[src/sdl_consts.svh]
// Register map, field positions, reset values and timing for the DAC loader
`ifndef SDL_CONSTS_SVH
`define SDL_CONSTS_SVH

`define SDL_IDX_CTRL      6'h28
`define SDL_IDX_STAT      6'h29
`define SDL_IDX_DATA      6'h2A
`define SDL_IDX_EV_STAT   6'h2C
`define SDL_IDX_EV_CLR    6'h2D
`define SDL_IDX_EV_EN     6'h2E

`define SDL_CTRL_IEN      7
`define SDL_CTRL_SPE      6
`define SDL_CTRL_ODS      5
`define SDL_CTRL_MASTER_SELECT     4
`define SDL_CTRL_CLOCK_POLARITY     3
`define SDL_CTRL_CLOCK_PHASE     2
`define SDL_CTRL_RESET    8'h04

`define SDL_STAT_DONE     7
`define SDL_STAT_WRITE_COLLISION_FLAG     6
`define SDL_STAT_MODE_FAULT_FLAG     4

`define SDL_EV_DONE       0
`define SDL_EV_WRITE_COLLISION_FLAG       1
`define SDL_EV_MODE_FAULT_FLAG       2

`define SDL_HALF_DIV2     5'h01
`define SDL_HALF_DIV4     5'h02
`define SDL_HALF_DIV16    5'h08
`define SDL_HALF_DIV32    5'h10
`define SDL_EDGES         5'h10

`endif

[src/sdl_pkg.sv]
// Types shared by the DAC loader modules
`default_nettype none
package sdl_pkg;
   typedef enum logic [1:0] {
      SDL_RATE_DIV2,
      SDL_RATE_DIV4,
      SDL_RATE_DIV16,
      SDL_RATE_DIV32
   } sdl_rate_t;
   typedef enum {
      SDL_IDLE,
      SDL_SHIFT,
      SDL_FINISH
   } sdl_state_t;
endpackage
`default_nettype wire

[src/sdl_xfer_if.sv]
// Transfer request and result between register file and shift engine
`default_nettype none
interface sdl_xfer_if;
   logic                    start;
   logic [7:0]              tx_data;
   logic                    clock_polarity;
   logic                    clock_phase;
   sdl_pkg::sdl_rate_t      rate;
   logic                    busy;
   logic                    done;
   logic [7:0]              rx_data;
   modport ctrl (output start, tx_data, clock_polarity, clock_phase, rate,
                 input busy, done, rx_data);
   modport eng  (input start, tx_data, clock_polarity, clock_phase, rate,
                 output busy, done, rx_data);
endinterface
`default_nettype wire

[src/sdl_top.sv]
// Serial master port with Wishbone registers for loading a quad DAC
`include "sdl_consts.svh"
`default_nettype none
// Behaviour
// [RULE_01] Done bit 7; status read, data access clears
// [RULE_02] Data write while busy sets collision bit 6
// [RULE_03] Master with select low sets fault bit 4
// [RULE_04] Control bits layout; reset 0x04, rate undefined
// [RULE_05] Master data write starts full-duplex byte transfer
// [RULE_06] Controller is always master; DAC is slave
// [RULE_07] Three-wire format behaves as polarity 0, phase 0
// [RULE_08] Chip select from general-purpose output, not select
// [RULE_09] High byte of DAC word goes first
// [RULE_10] Poll status for done before next byte
// [RULE_11] Read data after second byte, raise select
// [RULE_12] Interrupt enable raises request on done or fault
// [RULE_13] Polarity sets serial clock idle level
// [RULE_14] Rate bits divide by 2, 4, 16, 32
// [RULE_15] Port enable hands pins to serial function
// [RULE_16] Typical setup: enable, master, mode 0, rate
// [RULE_17] Eight bits, MSB first, sixteen clocks per word
module sdl_top (
   input  wire logic          clk_i,
   input  wire logic          rst_i,
   input  wire logic          wb_cyc_i,
   input  wire logic          wb_stb_i,
   input  wire logic          wb_we_i,
   input  wire logic [7:0]    wb_adr_i,
   input  wire logic [3:0]    wb_sel_i,
   input  wire logic [31:0]   wb_dat_i,
   output logic      [31:0]   wb_dat_o,
   output logic               wb_ack_o,
   output logic               irq_o,
   output logic               sck_o,
   output logic               sck_oe_o,
   output logic               mosi_o,
   output logic               mosi_oe_o,
   input  wire logic          miso_i,
   input  wire logic          sel_n_i
);
   import sdl_pkg::*;

   sdl_xfer_if  xf ();

   logic [1:0]  miso_s_q, ss_s_q;
   logic        ack_q, ack_d;
   logic [31:0] dat_q, dat_d;
   logic [7:0]  ctrl_q, ctrl_d;
   logic [7:0]  tx_q, tx_d, rx_q, rx_d;
   logic        done_q, done_d, write_collision_flag_q, write_collision_flag_d, mode_fault_flag_q, mode_fault_flag_d;
   logic        arm_done_q, arm_done_d, arm_write_collision_flag_q, arm_write_collision_flag_d;
   logic        arm_mode_fault_flag_q, arm_mode_fault_flag_d;
   logic        start_q, start_d;
   logic [2:0]  ev_q, ev_d, en_q, en_d, ev_set;
   logic        acc, wr, rd, dat_acc, fault, sck_int, mosi_int, pins_on;
   logic [5:0]  idx;
   logic [7:0]  stat;

   ////////////////////////////////////////////////////////////////////////
   // Pin synchronisers; only the second stage is read
   always_ff @(posedge clk_i) begin
      if (rst_i) begin
         miso_s_q <= 2'h0;
         ss_s_q   <= 2'h3;
      end else begin
         miso_s_q <= {miso_s_q[0], miso_i};
         ss_s_q   <= {ss_s_q[0], sel_n_i};
      end
   end

   ////////////////////////////////////////////////////////////////////////
   // Bus decode; writes and read side effects land on the ack edge
   assign idx     = wb_adr_i[7:2];
   assign acc     = wb_cyc_i & wb_stb_i & ack_q;
   assign wr      = acc & wb_we_i & wb_sel_i[0];
   assign rd      = acc & ~wb_we_i;
   assign dat_acc = (rd | wr) & (idx == `SDL_IDX_DATA);
   assign fault   = ctrl_q[`SDL_CTRL_SPE] & ctrl_q[`SDL_CTRL_MASTER_SELECT]
                    & ~ss_s_q[1]; // see [RULE_03]

   always_comb begin
      stat = 8'h00;
      stat[`SDL_STAT_DONE] = done_q;
      stat[`SDL_STAT_WRITE_COLLISION_FLAG] = write_collision_flag_q;
      stat[`SDL_STAT_MODE_FAULT_FLAG] = mode_fault_flag_q;
   end

   always_comb begin
      ack_d = wb_cyc_i & wb_stb_i & ~ack_q;
      dat_d = 32'h0000_0000;
      if (ack_d & ~wb_we_i) begin
         unique case (idx)
            `SDL_IDX_CTRL:    dat_d[7:0] = ctrl_q;
            `SDL_IDX_STAT:    dat_d[7:0] = stat;
            `SDL_IDX_DATA:    dat_d[7:0] = rx_q;
            `SDL_IDX_EV_STAT: dat_d[2:0] = ev_q;
            `SDL_IDX_EV_EN:   dat_d[2:0] = en_q;
            default:          dat_d      = 32'h0000_0000;
         endcase
      end
   end

   ////////////////////////////////////////////////////////////////////////
   // Registers and flags; a hardware set beats a same-cycle clear
   always_comb begin
      ctrl_d     = ctrl_q;
      tx_d       = tx_q;
      rx_d       = rx_q;
      start_d    = 1'b0;
      done_d     = done_q;
      write_collision_flag_d     = write_collision_flag_q;
      mode_fault_flag_d     = mode_fault_flag_q;
      arm_done_d = arm_done_q;
      arm_write_collision_flag_d = arm_write_collision_flag_q;
      arm_mode_fault_flag_d = arm_mode_fault_flag_q;
      en_d       = en_q;
      ev_set     = 3'h0;
      if (rd && idx == `SDL_IDX_STAT) begin
         arm_done_d = done_q;
         arm_write_collision_flag_d = write_collision_flag_q;
         arm_mode_fault_flag_d = mode_fault_flag_q;
      end
      if (wr && idx == `SDL_IDX_CTRL) begin
         ctrl_d = wb_dat_i[7:0]; // see [RULE_04]
         if (arm_mode_fault_flag_q)
            mode_fault_flag_d = 1'b0; // see [RULE_03]
         arm_mode_fault_flag_d = 1'b0;
      end
      if (dat_acc) begin
         if (arm_done_q)
            done_d = 1'b0; // see [RULE_01]
         if (arm_write_collision_flag_q)
            write_collision_flag_d = 1'b0; // see [RULE_02]
         arm_done_d = 1'b0;
         arm_write_collision_flag_d = 1'b0;
      end
      if (wr && idx == `SDL_IDX_DATA) begin
         if (xf.busy || start_q) begin
            // Colliding byte is dropped, the running transfer is kept
            write_collision_flag_d    = 1'b1; // see [RULE_02]
            ev_set[`SDL_EV_WRITE_COLLISION_FLAG] = 1'b1;
         end else begin
            tx_d = wb_dat_i[7:0];
            start_d = ctrl_q[`SDL_CTRL_MASTER_SELECT]
                      & ctrl_q[`SDL_CTRL_SPE]; // see [RULE_05]
         end
      end
      if (wr && idx == `SDL_IDX_EV_EN)
         en_d = wb_dat_i[2:0];
      if (xf.done) begin
         rx_d   = xf.rx_data;
         done_d = 1'b1; // see [RULE_01]
         ev_set[`SDL_EV_DONE] = 1'b1;
      end
      if (fault) begin
         mode_fault_flag_d = 1'b1; // see [RULE_03]
         ev_set[`SDL_EV_MODE_FAULT_FLAG] = 1'b1;
      end
      ev_d = ev_q;
      if (wr && idx == `SDL_IDX_EV_CLR)
         ev_d = ev_q & ~wb_dat_i[2:0];
      ev_d = ev_d | ev_set;
   end

   always_ff @(posedge clk_i) begin
      if (rst_i) begin
         ack_q      <= 1'b0;
         dat_q      <= 32'h0000_0000;
         ctrl_q     <= `SDL_CTRL_RESET; // see [RULE_04]
         tx_q       <= 8'h00;
         rx_q       <= 8'h00;
         start_q    <= 1'b0;
         done_q     <= 1'b0;
         write_collision_flag_q     <= 1'b0;
         mode_fault_flag_q     <= 1'b0;
         arm_done_q <= 1'b0;
         arm_write_collision_flag_q <= 1'b0;
         arm_mode_fault_flag_q <= 1'b0;
         ev_q       <= 3'h0;
         en_q       <= 3'h0;
      end else begin
         ack_q      <= ack_d;
         dat_q      <= dat_d;
         ctrl_q     <= ctrl_d;
         tx_q       <= tx_d;
         rx_q       <= rx_d;
         start_q    <= start_d;
         done_q     <= done_d;
         write_collision_flag_q     <= write_collision_flag_d;
         mode_fault_flag_q     <= mode_fault_flag_d;
         arm_done_q <= arm_done_d;
         arm_write_collision_flag_q <= arm_write_collision_flag_d;
         arm_mode_fault_flag_q <= arm_mode_fault_flag_d;
         ev_q       <= ev_d;
         en_q       <= en_d;
      end
   end

   ////////////////////////////////////////////////////////////////////////
   // Shift engine
   assign xf.start   = start_q;
   assign xf.tx_data = tx_q;
   assign xf.clock_polarity    = ctrl_q[`SDL_CTRL_CLOCK_POLARITY];
   assign xf.clock_phase    = ctrl_q[`SDL_CTRL_CLOCK_PHASE];
   assign xf.rate    = sdl_rate_t'(ctrl_q[1:0]); // see [RULE_14]

   sdl_shifter u_shift (
      .clk_i  (clk_i),
      .rst_i  (rst_i),
      .x      (xf),
      .miso_i (miso_s_q[1]),
      .sck_o  (sck_int),
      .mosi_o (mosi_int)
   );

   ////////////////////////////////////////////////////////////////////////
   // Pins: open-drain mode only ever pulls low
   assign pins_on   = ctrl_q[`SDL_CTRL_SPE]
                      & ctrl_q[`SDL_CTRL_MASTER_SELECT]; // see [RULE_15]
   assign sck_o     = sck_int & ~ctrl_q[`SDL_CTRL_ODS];
   assign mosi_o    = mosi_int & ~ctrl_q[`SDL_CTRL_ODS];
   assign sck_oe_o  = pins_on & (~ctrl_q[`SDL_CTRL_ODS] | ~sck_int);
   assign mosi_oe_o = pins_on & (~ctrl_q[`SDL_CTRL_ODS] | ~mosi_int);

   assign wb_ack_o  = ack_q;
   assign wb_dat_o  = dat_q;
   assign irq_o     = (ctrl_q[`SDL_CTRL_IEN] & (done_q | mode_fault_flag_q))
                      | (|(ev_q & en_q)); // see [RULE_12]
endmodule
`default_nettype wire

[src/sdl_shifter.sv]
// Byte shift engine: serial clock generation, transmit and receive
`include "sdl_consts.svh"
`default_nettype none
module sdl_shifter (
   input  wire logic    clk_i,
   input  wire logic    rst_i,
   sdl_xfer_if.eng      x,
   input  wire logic    miso_i,
   output logic         sck_o,
   output logic         mosi_o
);
   import sdl_pkg::*;

   sdl_state_t  state_q, state_d;
   logic [4:0]  div_q, div_d, half;
   logic [4:0]  edge_q, edge_d;
   logic [7:0]  sreg_q, sreg_d;
   logic        rxb_q, rxb_d;
   logic        ph_q, ph_d;
   logic        done_q, done_d;

   ////////////////////////////////////////////////////////////////////////
   always_comb begin
      unique case (x.rate)
         SDL_RATE_DIV2:  half = `SDL_HALF_DIV2; // see [RULE_14]
         SDL_RATE_DIV4:  half = `SDL_HALF_DIV4;
         SDL_RATE_DIV16: half = `SDL_HALF_DIV16;
         SDL_RATE_DIV32: half = `SDL_HALF_DIV32;
      endcase
   end

   always_comb begin
      state_d = state_q;
      div_d   = div_q;
      edge_d  = edge_q;
      sreg_d  = sreg_q;
      rxb_d   = rxb_q;
      ph_d    = ph_q;
      done_d  = 1'b0;
      unique case (state_q)
         SDL_IDLE: begin
            ph_d = 1'b0;
            if (x.start) begin
               sreg_d  = x.tx_data; // see [RULE_17]
               div_d   = 5'h01;
               edge_d  = 5'h00;
               state_d = SDL_SHIFT;
            end
         end
         SDL_SHIFT: begin
            if (div_q == half) begin
               div_d  = 5'h01;
               ph_d   = ~ph_q;
               edge_d = edge_q + 5'h01;
               if (!ph_q) begin
                  // Leading edge: sample in phase 0, shift in phase 1
                  if (!x.clock_phase)
                     rxb_d = miso_i;
                  else if (edge_q != 5'h00)
                     sreg_d = {sreg_q[6:0], rxb_q};
               end else begin
                  if (!x.clock_phase)
                     sreg_d = {sreg_q[6:0], rxb_q};
                  else
                     rxb_d = miso_i;
               end
               if (edge_q == `SDL_EDGES - 5'h01)
                  state_d = SDL_FINISH;
            end else begin
               div_d = div_q + 5'h01;
            end
         end
         SDL_FINISH: begin
            // Phase 1 still owes the last shift after the final edge
            if (x.clock_phase)
               sreg_d = {sreg_q[6:0], rxb_q};
            done_d  = 1'b1;
            state_d = SDL_IDLE;
         end
      endcase
   end

   always_ff @(posedge clk_i) begin
      if (rst_i) begin
         state_q <= SDL_IDLE;
         div_q   <= 5'h00;
         edge_q  <= 5'h00;
         sreg_q  <= 8'h00;
         rxb_q   <= 1'b0;
         ph_q    <= 1'b0;
         done_q  <= 1'b0;
      end else begin
         state_q <= state_d;
         div_q   <= div_d;
         edge_q  <= edge_d;
         sreg_q  <= sreg_d;
         rxb_q   <= rxb_d;
         ph_q    <= ph_d;
         done_q  <= done_d;
      end
   end

   ////////////////////////////////////////////////////////////////////////
   assign sck_o     = x.clock_polarity ^ ph_q; // see [RULE_13]
   assign mosi_o    = sreg_q[7];     // see [RULE_17]
   assign x.busy    = (state_q != SDL_IDLE);
   assign x.done    = done_q;
   assign x.rx_data = sreg_q;
endmodule
`default_nettype wire

[config.mk]
export PLATFORM = sky130hd
export DESIGN_NAME = sdl_top
export DESIGN_NICKNAME = d
export VERILOG_FILES = /design/src/sdl_pkg.sv /design/src/sdl_xfer_if.sv /design/src/sdl_top.sv /design/src/sdl_shifter.sv
export VERILOG_INCLUDE_DIRS = /design/src
export SDC_FILE = /design/constraint.sdc
export NUM_CORES = 1
export LEC_CHECK = 0
export ABC_AREA = 1
export BUFFER_PORTS_ARGS = -buffer_cell sky130_fd_sc_hd__buf_2
export CORE_MARGIN = 3
export CORE_UTILIZATION = 55
export CTS_BUF_LIST = sky130_fd_sc_hd__clkbuf_2 sky130_fd_sc_hd__clkbuf_4 sky130_fd_sc_hd__clkbuf_8
export DETAILED_ROUTE_END_ITERATION = 8
export PLACE_DENSITY_LB_ADDON = 0.12
export RECOVER_POWER = 25
export SLEW_MARGIN = 20
export SYNTH_ARGS = -nofsm -noshare
export SYNTH_HDL_FRONTEND = slang
export SYNTH_HIERARCHICAL = 1
export SYNTH_SLANG_ARGS = --single-unit
[constraint.sdc]
create_clock -name clk_i -period 3 [get_ports clk_i]
set_input_delay 0.6 -clock clk_i [delete_from_list [all_inputs] [get_ports clk_i]]
set_output_delay 0.6 -clock clk_i [all_outputs]
set_load 0.1 [all_outputs]
==> results of run 1 <==
-- worst register-to-register path, stage by stage (launching register included) --
cell and delay, ps:
dfxtp_1 310, inv_1 100, ha_1 400, inv_2 150
a21oi_4 280, nand2_2 190, inv_1 150, nor3_1 60
-- per-stage QoR --
step	utilization, %	worst slack [ps]	total power [mW]
floorplan	-	419	2.14
global placement	59.2	1100	2.25
detailed placement	59.2	1070	2.28
CTS	62.7	825	3.17
global route	62.4	531	3.37
finish	62.4	747	3.16
-- flip-flops by register name, summed over array words and instances (netlist names), 2 cells and up --
register           count
ctrl_q                 8
rx_q                   8
tx_q                   8
u_shift/x.rx_data      8
wb_dat_o               8
u_shift/div_q          5
u_shift/edge_q         5
en_q                   3
ev_q                   3
miso_s_q               2
ss_s_q                 2
u_shift/state_q        2
-- cell families (layout without fill, tap and decap cells) --
kind of cell / Yosys count / in the layout
AND/OR/NAND/NOR: 292 / 292
buffers and inverters: 100 / 115
flip-flops: 73 / 73
AO/OA/AOI/OAI: 58 / 58
adder cells (fa/ha/maj): 9 / 9
other: 1 / 24
XOR/XNOR: 5 / 5
-- final cells by class --
class | count | area (um^2) | share of cell area, %
clock inverter | 6 | 108 | 2.67
sequential | 73 | 1460 | 36.3
inverter | 65 | 249 | 6.18
tap | 77 | 96.3 | 2.39
clock buffer | 9 | 124 | 3.07
timing repair buffer | 35 | 174 | 4.32
multi-input combinational | 388 | 1820 | 45.1
-- per-layer routing --
layer	up-vias	part of all wire, %	track usage [%]	wire (um)
li1	1700	-	-	-
met2	59	46	32.8	3520
met5	-	0	0	0
met4	0	1.5	11.1	112
met3	10	4.5	3.20	344
met1	1421	48	28.3	3610
-- synth_stat cells (3+ instances only) --
library cell and instances:
a21oi_1 17, buf_4 26, clkbuf_1 5, dfxtp_1 73, ha_1 9, inv_1 60, inv_2 3, nand2_1 119
nand2_2 8, nand3_1 18, nand4_1 10, nor2_1 106, nor2_2 5, nor2_4 4, nor3_1 10, o21ai_0 38
or2_2 4, xor2_1 5
-- layout by cell type, fill, tap and decap left out, drive strengths merged --
master | synthesis | final
bufinv | 0 | 3
inv | 63 | 63
or2 | 4 | 4
nor2 | 115 | 115
nand3 | 21 | 21
ha | 9 | 9
conb | 1 | 24
buf | 29 | 34
xor2 | 5 | 5
o21bai | 1 | 1
clkinvlp | 0 | 1
nand3b | 2 | 2
o21ai | 39 | 39
nand4 | 10 | 10
nand2 | 129 | 129
a21oi | 18 | 18
clkinv | 2 | 4
nor3b | 1 | 1
clkbuf | 6 | 10
nor3 | 10 | 10
dfxtp | 73 | 73
-- power breakdown --
group          switching (mW)  internal (mW)
Clock                   0.352          0.544
Sequential             0.0933           1.10
Combinational           0.783          0.288
-- how the worst min path moves through the flow --
stage	start	end	slack (ps)
finish	miso_s_q[0]$_SDFF_PP0_	miso_s_q[1]$_SDFF_PP0_	410
global route	miso_s_q[0]$_SDFF_PP0_	miso_s_q[1]$_SDFF_PP0_	420
CTS	miso_s_q[0]$_SDFF_PP0_	miso_s_q[1]$_SDFF_PP0_	410
detailed placement	ss_s_q[0]$_SDFF_PP1_	ss_s_q[1]$_SDFF_PP1_	400
global placement	ss_s_q[0]$_SDFF_PP1_	ss_s_q[1]$_SDFF_PP1_	390
floorplan	miso_s_q[0]$_SDFF_PP0_	miso_s_q[1]$_SDFF_PP0_	390
==> out/qor.csv, run 1 <==
metric;value;unit
core outline area;0.00646;mm^2
largest net degree at the start of global routing;30;
Max Root-Sink Buffers;2;
EDFF count, synth;0;
clock insertion delay at the later pin of the skew report;350;ps
flops & latches, synth;73;
vias in the first global route;2810;
remaining antenna violation count after routing;0;
number of setup buffers added after CTS;0;
TritonCTS buffer count;9;
area grow syn2layout;8.53;%
Final setup viols;0;
Post-synth top flop;dfxtp_1;
R2R Setup Slk;1210;ps
TritonCTS clock tree;built;
Critical Path Source;wb_adr_i[4];
ranking of synthesized cells by area;dfxtp_1, nand2_1, nor2_1;
placed instance area;0.00382;mm^2
Final Cycle Share;75.1;%
min Tclk post-route;2250;ps
filler instances;623;
mapped cell area;0.00371;mm^2
worst-path maximum fanout;17;
Die H;88.2;um
Synth Area per Inst;6.90;um^2
synth unique cells;32;
Die X;88.2;um
Worst Skew;5.57;ps
Top delay family on crit path;simple AND/OR/NAND/NOR gates;
R2R Path Start;u_shift/state_q[1]$_SDFFE_PP0P_;
final RePlAce weighted congestion;0.808;
Detailed Routing Iterations Pass 1;5;
setup TNS;0;ps
CP required;3250;ps
crit path kind;in2reg;
Post-Route WL;7590;um
Cell Chain, Critical Path;buf_2 > nor2_1 > nand2_2 > nor2_1 > nand3_4 > nor3_1;
hold_ws;408;ps
WL per Instance;11.6;um
status;complete, no violations;
Startpoint Class;input port;
Crit-path slowest cell;nor2_1;
Overflow after GRT;0;
DRC;0;
Nets;632;
CTS Sinks;73;
hpwl dp;5570;um
Worst Hold Depth;2;
n_diodes;0;
num rows;29;
drt initial violations;149;
global-route wire length before repair;12700;um
H-tree levels;3;
post-synthesis mux area share;0;%
Slew HR;27.6;%
sequential area share after synthesis;39.4;%
Min-Delay Path Class;reg2reg;
fmax;0.444;GHz
Layout Cell Area excl Fill;0.00403;mm^2
placed cells;638;
Worst-Margin Slew;1090;ps
fin cells;653;
hold buffers post-CTS;0;
CP endpoint kind;register;
antenna violations before repair;0;
Static Leak;1.98;nW
post-synthesis simple-gate area fraction;34.7;%
slowest stage delay, CP;730;ps
Ports;89;
compound-cell area share of the yosys netlist;8.19;%
FFs w/ async S/R, synth;0;%
Max Cap Viol;0;
Post-Synth Adder-Cell Area;3.03;%
Synth Instances;538;
Reg clk slew, reported paths;70;ps
PwrDens;784;mW/mm^2
cell accounting for the most synthesized area;dfxtp_1;
YS warnings;6;
post-synthesis xor/xnor area fraction;1.18;%
# resized after CTS;0;
Port Buf Inserts;35;
share of cells above drive strength 1;13.4;%
Overall Global Routing Usage;21.1;%
main combinational cell family by area after synthesis;simple AND/OR/NAND/NOR gates;
Critical Path AT;2500;ps
die footprint;0.00777;mm^2
cells on worst reg2reg path;7;
Vias/cell;4.89;
RR Endpoint;u_shift/div_q[4]$_SDFFE_PP0P_;
final hold violations;0;
peak supply drop;0.000684;V
RSZ-0062 raised after global routing;false;
Vias;3190;
Starting Density;57.5;%
max-slew violations;0;
CP Depth;6;
Most common cell on crit path;nor2_1;
root buffer cell;clkbuf_8;
Synth top area share;39.4;%
CP endpoint;start_q$_SDFF_PP0_;
Buf/Inv on CP;1;
Power figures use the tool's default switching activity.
==> run 2, diff against run 1 <==
--- a/config.mk
+++ b/config.mk
@@ -9,7 +9,7 @@
 export ABC_AREA = 1
 export BUFFER_PORTS_ARGS = -buffer_cell sky130_fd_sc_hd__buf_2
 export CORE_MARGIN = 3
-export CORE_UTILIZATION = 55
+export CORE_UTILIZATION = 50
 export CTS_BUF_LIST = sky130_fd_sc_hd__clkbuf_2 sky130_fd_sc_hd__clkbuf_4 sky130_fd_sc_hd__clkbuf_8
 export DETAILED_ROUTE_END_ITERATION = 8
 export PLACE_DENSITY_LB_ADDON = 0.12
==> constraint.sdc (replaced) <==
create_clock -name clk_i -period 1.9 [get_ports clk_i]
set_input_delay 0.38 -clock clk_i [delete_from_list [all_inputs] [get_ports clk_i]]
set_output_delay 0.38 -clock clk_i [all_outputs]
set_load 0.1 [all_outputs]
==> run 2 against run 1 <==
Net effect: clock-buffer cell count up 1; utilization down 3.1 points; critical path depth shrank 3; global-route usage fell by 1.0 points; register-to-register slack lost 980 ps; clock power is 62% higher; first-iteration DRC count up 36%.
==> out/qor.csv, run 2 (synthesis gave the netlist of run 1 again) <==
metric;value;unit
Layout Cell Area excl Fill;0.00414;mm^2
Die X;92.2;um
vias in the first global route;2939;
Worst Hold Depth;2;
Top delay family on crit path;buffers and inverters;
sequential power share;37.3;%
cells on worst reg2reg path;8;
RSZ-0062 raised after global routing;false;
TritonCTS buffer count;9;
post-layout util;59.3;%
area grow syn2layout;11.5;%
Ports;89;
worst-path maximum fanout;4;
Design Power;5.06;mW
Startpoint Class;register;
Crit-path slowest cell;buf_2;
CP required;1520;ps
met2 WL;3720;um
WL per Instance;11.9;um
crit path kind;reg2out;
clock insertion delay at the later pin of the skew report;350;ps
Critical Path AT;1450;ps
PwrDens;1220;mW/mm^2
filler instances;665;
hold path start;sel_n_i;
Final Cycle Share;96.4;%
Hold Path End;ss_s_q[0]$_SDFF_PP1_;
Detailed Routing Iterations Pass 1;4;
H-tree levels;3;
core outline area;0.00698;mm^2
num rows;30;
R2R Setup Slk;230;ps
Vias/cell;4.72;
Worst-Margin Slew;655;ps
die footprint;0.00849;mm^2
Nets;638;
Pint;3.08;mW
TritonCTS clock tree;built;
Buf/Inv on CP;1;
fmax;0.546;GHz
wire length on met3;328;um
Min-Delay Path Class;in2reg;
Worst Skew;10.1;ps
Port Buf Inserts;35;
Met1 Wirelength;3860;um
largest net degree at the start of global routing;27;
RR Endpoint;u_shift/div_q[4]$_SDFFE_PP0P_;
Die H;92.2;um
Post-Route WL;8060;um
hold_ws;222;ps
global-route wire length before repair;13500;um
final RePlAce weighted congestion;0.789;
placed cells;663;
peak supply drop;0.000792;V
Vias;3203;
Max Cap Viol;0;
Final setup viols;0;
CTS Sinks;73;
R2R Path Start;u_shift/state_q[0]$_SDFFE_PP0P_;
commonest non-fill, non-tap cells in the layout;nand2_1, nor2_1, dfxtp_1, inv_1, o21ai_0;
share of cells above drive strength 1;15.3;%
Starting Density;53.2;%
remaining antenna violation count after routing;0;
Clk network pwr share;28.6;%
Slew HR;56.3;%
hold buffers post-CTS;0;
fin cells;678;
max-slew violations;0;
drt initial violations;203;
worst slack at placement;196;ps
status;complete, no violations;
Overall Global Routing Usage;20.1;%
CP endpoint kind;primary output;
combinational group share of total power;34.0;%
Reg clk slew, reported paths;80;ps
Static Leak;2.00;nW
highest metal used;met4;
P_sw;1.98;mW
Overflow after GRT;0;
Cell Chain, Critical Path;nand2_1 > a21oi_2 > buf_2;
root buffer cell;clkbuf_8;
DRC;0;
Max Root-Sink Buffers;2;
setup ws final;69.3;ps
min Tclk post-route;1830;ps
placed instance area;0.00393;mm^2
final hold violations;0;
setup TNS;0;ps
most common cell after layout, fill and taps aside;nand2_1;
antenna violations before repair;0;
sw frac;39.1;%
hpwl dp;5840;um
n_diodes;0;
slowest stage delay, CP;430;ps
## run 2: changes by cell type in the layout (fill, tap and decap cells not counted), sizes merged
cell / change
buf: +3
clkinvlp: +1
clkbuf: +4
clkinv: -2
## run 2: how the worst max path moves through the flow
stage / startpoint / cells after the start / to / slack (ps)
after floorplan: u_shift/ph_q$_SDFFE_PP0P_ / 3 / sck_o / 100
after global placement: u_shift/state_q[1]$_SDFFE_PP0P_ / 7 / u_shift/div_q[4]$_SDFFE_PP0P_ / 230
after detailed placement: u_shift/state_q[1]$_SDFFE_PP0P_ / 7 / u_shift/div_q[4]$_SDFFE_PP0P_ / 200
after CTS: ctrl_q[6]$_SDFFE_PP0P_ / 3 / mosi_oe_o / 50
after global routing: u_shift/ph_q$_SDFFE_PP0P_ / 5 / sck_o / 5
final: ctrl_q[6]$_SDFFE_PP0P_ / 3 / mosi_oe_o / 70
## run 2: cell type report
class,count,area (um^2),area share [%]
repair buffers,41,226,5.47
clock buffers,10,131,3.18
inverters,65,249,6.02
flip-flops and latches,73,1460,35.3
clock inverters,5,105,2.54
multi-input cells,388,1840,44.5
well taps,96,120,2.90
## run 2: layer usage
metal,track usage (%),vias up
li1,-,1702
met1,26.1,1422
met2,32.9,66
met3,3.53,13
met4,8.17,0
met5,0,-
## run 2: timing repair
action | CTS | global route
endpoints found under the setup margin | 1 | 3
buffers inserted | 0 | 0
gates resized for setup | 1 | 2
## run 2: power groups by stage
stage	combinational, mW	sequential, mW	clock (mW)
2_1_floorplan	1.50	1.88	0
3_3_place_gp	1.66	1.91	0
3_5_place_dp	1.70	1.92	0
4_1_cts	1.71	1.89	1.47
5_1_grt	1.99	1.91	1.54
6_report	1.72	1.89	1.45
==> run 3, diff against run 2 <==
--- a/config.mk
+++ b/config.mk
@@ -8,6 +8,7 @@
 export LEC_CHECK = 0
 export ABC_AREA = 1
 export BUFFER_PORTS_ARGS = -buffer_cell sky130_fd_sc_hd__buf_2
+export CORE_ASPECT_RATIO = 0.8
 export CORE_MARGIN = 3
 export CORE_UTILIZATION = 50
 export CTS_BUF_LIST = sky130_fd_sc_hd__clkbuf_2 sky130_fd_sc_hd__clkbuf_4 sky130_fd_sc_hd__clkbuf_8
==> run 3 against run 2 <==
Net effect: final cell count fell by 1.6%; combinational power is 4% higher; clock power fell by 25%; cell area is 1.2% lower; clock skew down 5.4 ps; register-to-register slack worse by 60 ps; critical path depth rose by 1; global-route usage increased by 0.63 points; first-iteration DRC count is 48% higher; die area barely moved; largest cell class unchanged; highest routed layer unchanged; non-clock buffer count decreased by 1; largest power group unchanged; power shrank 5.8%.
==> out/qor.csv, run 3 (synthesis gave the netlist of run 1 again) <==
metric;value;unit
Final Cycle Share;95.9;%
Max Cap Viol;0;
CP endpoint kind;primary output;
final RePlAce weighted congestion;0.857;
PwrDens;1170;mW/mm^2
status;complete, no violations;
fin cells;667;
core outline area;0.00703;mm^2
Die H;83.1;um
largest net degree at the start of global routing;27;
Starting Density;52.8;%
num rows;27;
Static Leak;1.98;nW
slowest stage delay, CP;440;ps
Worst-Margin Slew;768;ps
WL per Instance;12.9;um
Vias/cell;4.98;
clock insertion delay at the later pin of the skew report;340;ps
H-tree levels;3;
met2 WL;3520;um
setup TNS;0;ps
CP required;1520;ps
area grow syn2layout;10.1;%
most common cell after layout, fill and taps aside;nand2_1;
hold_ws;223;ps
global-route wire length before repair;13900;um
remaining antenna violation count after routing;0;
TritonCTS clock tree;built;
Cell Chain, Critical Path;xor2_2 > inv_1 > nor2_2 > buf_12;
Detailed Routing Iterations Pass 1;5;
max-slew violations;0;
DRC;0;
fmax;0.549;GHz
Overall Global Routing Usage;20.7;%
hpwl dp;6260;um
placed cells;653;
Critical Path AT;1440;ps
Top delay family on crit path;flip-flops;
highest metal used;met4;
Port Buf Inserts;35;
worst-path maximum fanout;3;
Buf/Inv on CP;2;
die footprint;0.00850;mm^2
post-layout util;58.2;%
wire length on met3;577;um
Die X;102;um
Met1 Wirelength;4340;um
Nets;638;
Startpoint Class;register;
root buffer cell;clkbuf_8;
min Tclk post-route;1820;ps
Slew HR;48.6;%
Max Root-Sink Buffers;2;
Post-Route WL;8580;um
Crit-path slowest cell;dfxtp_1;
Vias;3322;
commonest non-fill, non-tap cells in the layout;nand2_1, nor2_1, dfxtp_1, inv_1, o21ai_0;
drt initial violations;301;
Reg clk slew, reported paths;70;ps
number of setup buffers added after CTS;0;
peak supply drop;0.000646;V
filler instances;719;
Final setup viols;0;
Min-Delay Path Class;in2reg;
Overflow after GRT;0;
crit path kind;reg2out;
TritonCTS buffer count;9;
n_diodes;0;
vias in the first global route;2895;
Ports;89;
share of cells above drive strength 1;15.0;%
antenna violations before repair;0;
CTS Sinks;73;
final hold violations;0;
Worst Skew;4.75;ps
-- run 3: metal layers --
layer,up-vias,GRT usage (%)
li1,1697,-
met1,1503,30.9
met2,112,29.0
met3,10,5.63
met4,0,5.84
met5,-,0
-- run 3: timing repair --
item / 4_1_cts / 5_1_grt
hold endpoints to repair: 0 / 0
hold buffers: 0 / 0
gates resized for setup: 0 / 7
endpoints found under the setup margin: 0 / 11
-- run 3: report_power, final --
group / total (mW) / switching, mW / internal [mW]
clock: 1.09 / 0.520 / 0.575
sequential: 1.89 / 0.154 / 1.73
combinational: 1.79 / 1.30 / 0.484
total: 4.77 / 1.98 / 2.79
-- run 3: final cells by class --
cell class | instances | area (um^2) | area share (%)
flip-flops and latches | 73 | 1470 | 35.9
well taps | 87 | 109 | 2.66
multi-input cells | 389 | 1860 | 45.4
clock buffers | 13 | 173 | 4.23
repair buffers | 40 | 235 | 5.76
inverters | 65 | 249 | 6.09
-- run 3: worst paths after layout --
kind,from,to,slack (ps),cells after the start
min,sel_n_i,ss_s_q[0]$_SDFF_PP1_,220,2
max reg2reg,u_shift/ph_q$_SDFFE_PP0P_,u_shift/x.rx_data[2]$_SDFFE_PP0P_,170,9
min reg2reg,miso_s_q[0]$_SDFF_PP0_,miso_s_q[1]$_SDFF_PP0_,410,2
max,ctrl_q[3]$_SDFFE_PP0P_,sck_o,80,4
-- run 3: per-stage QoR --
stage | power, mW | setup slack (ps) | cell area (um^2)
floorplan | 3.38 | 101 | 3810
global placement | 3.58 | 215 | 3910
detailed placement | 3.63 | 154 | 3910
CTS | 4.74 | 6.10 | 4090
global route | 5.10 | -1.23 | 4090
finish | 4.77 | 78.8 | 4090
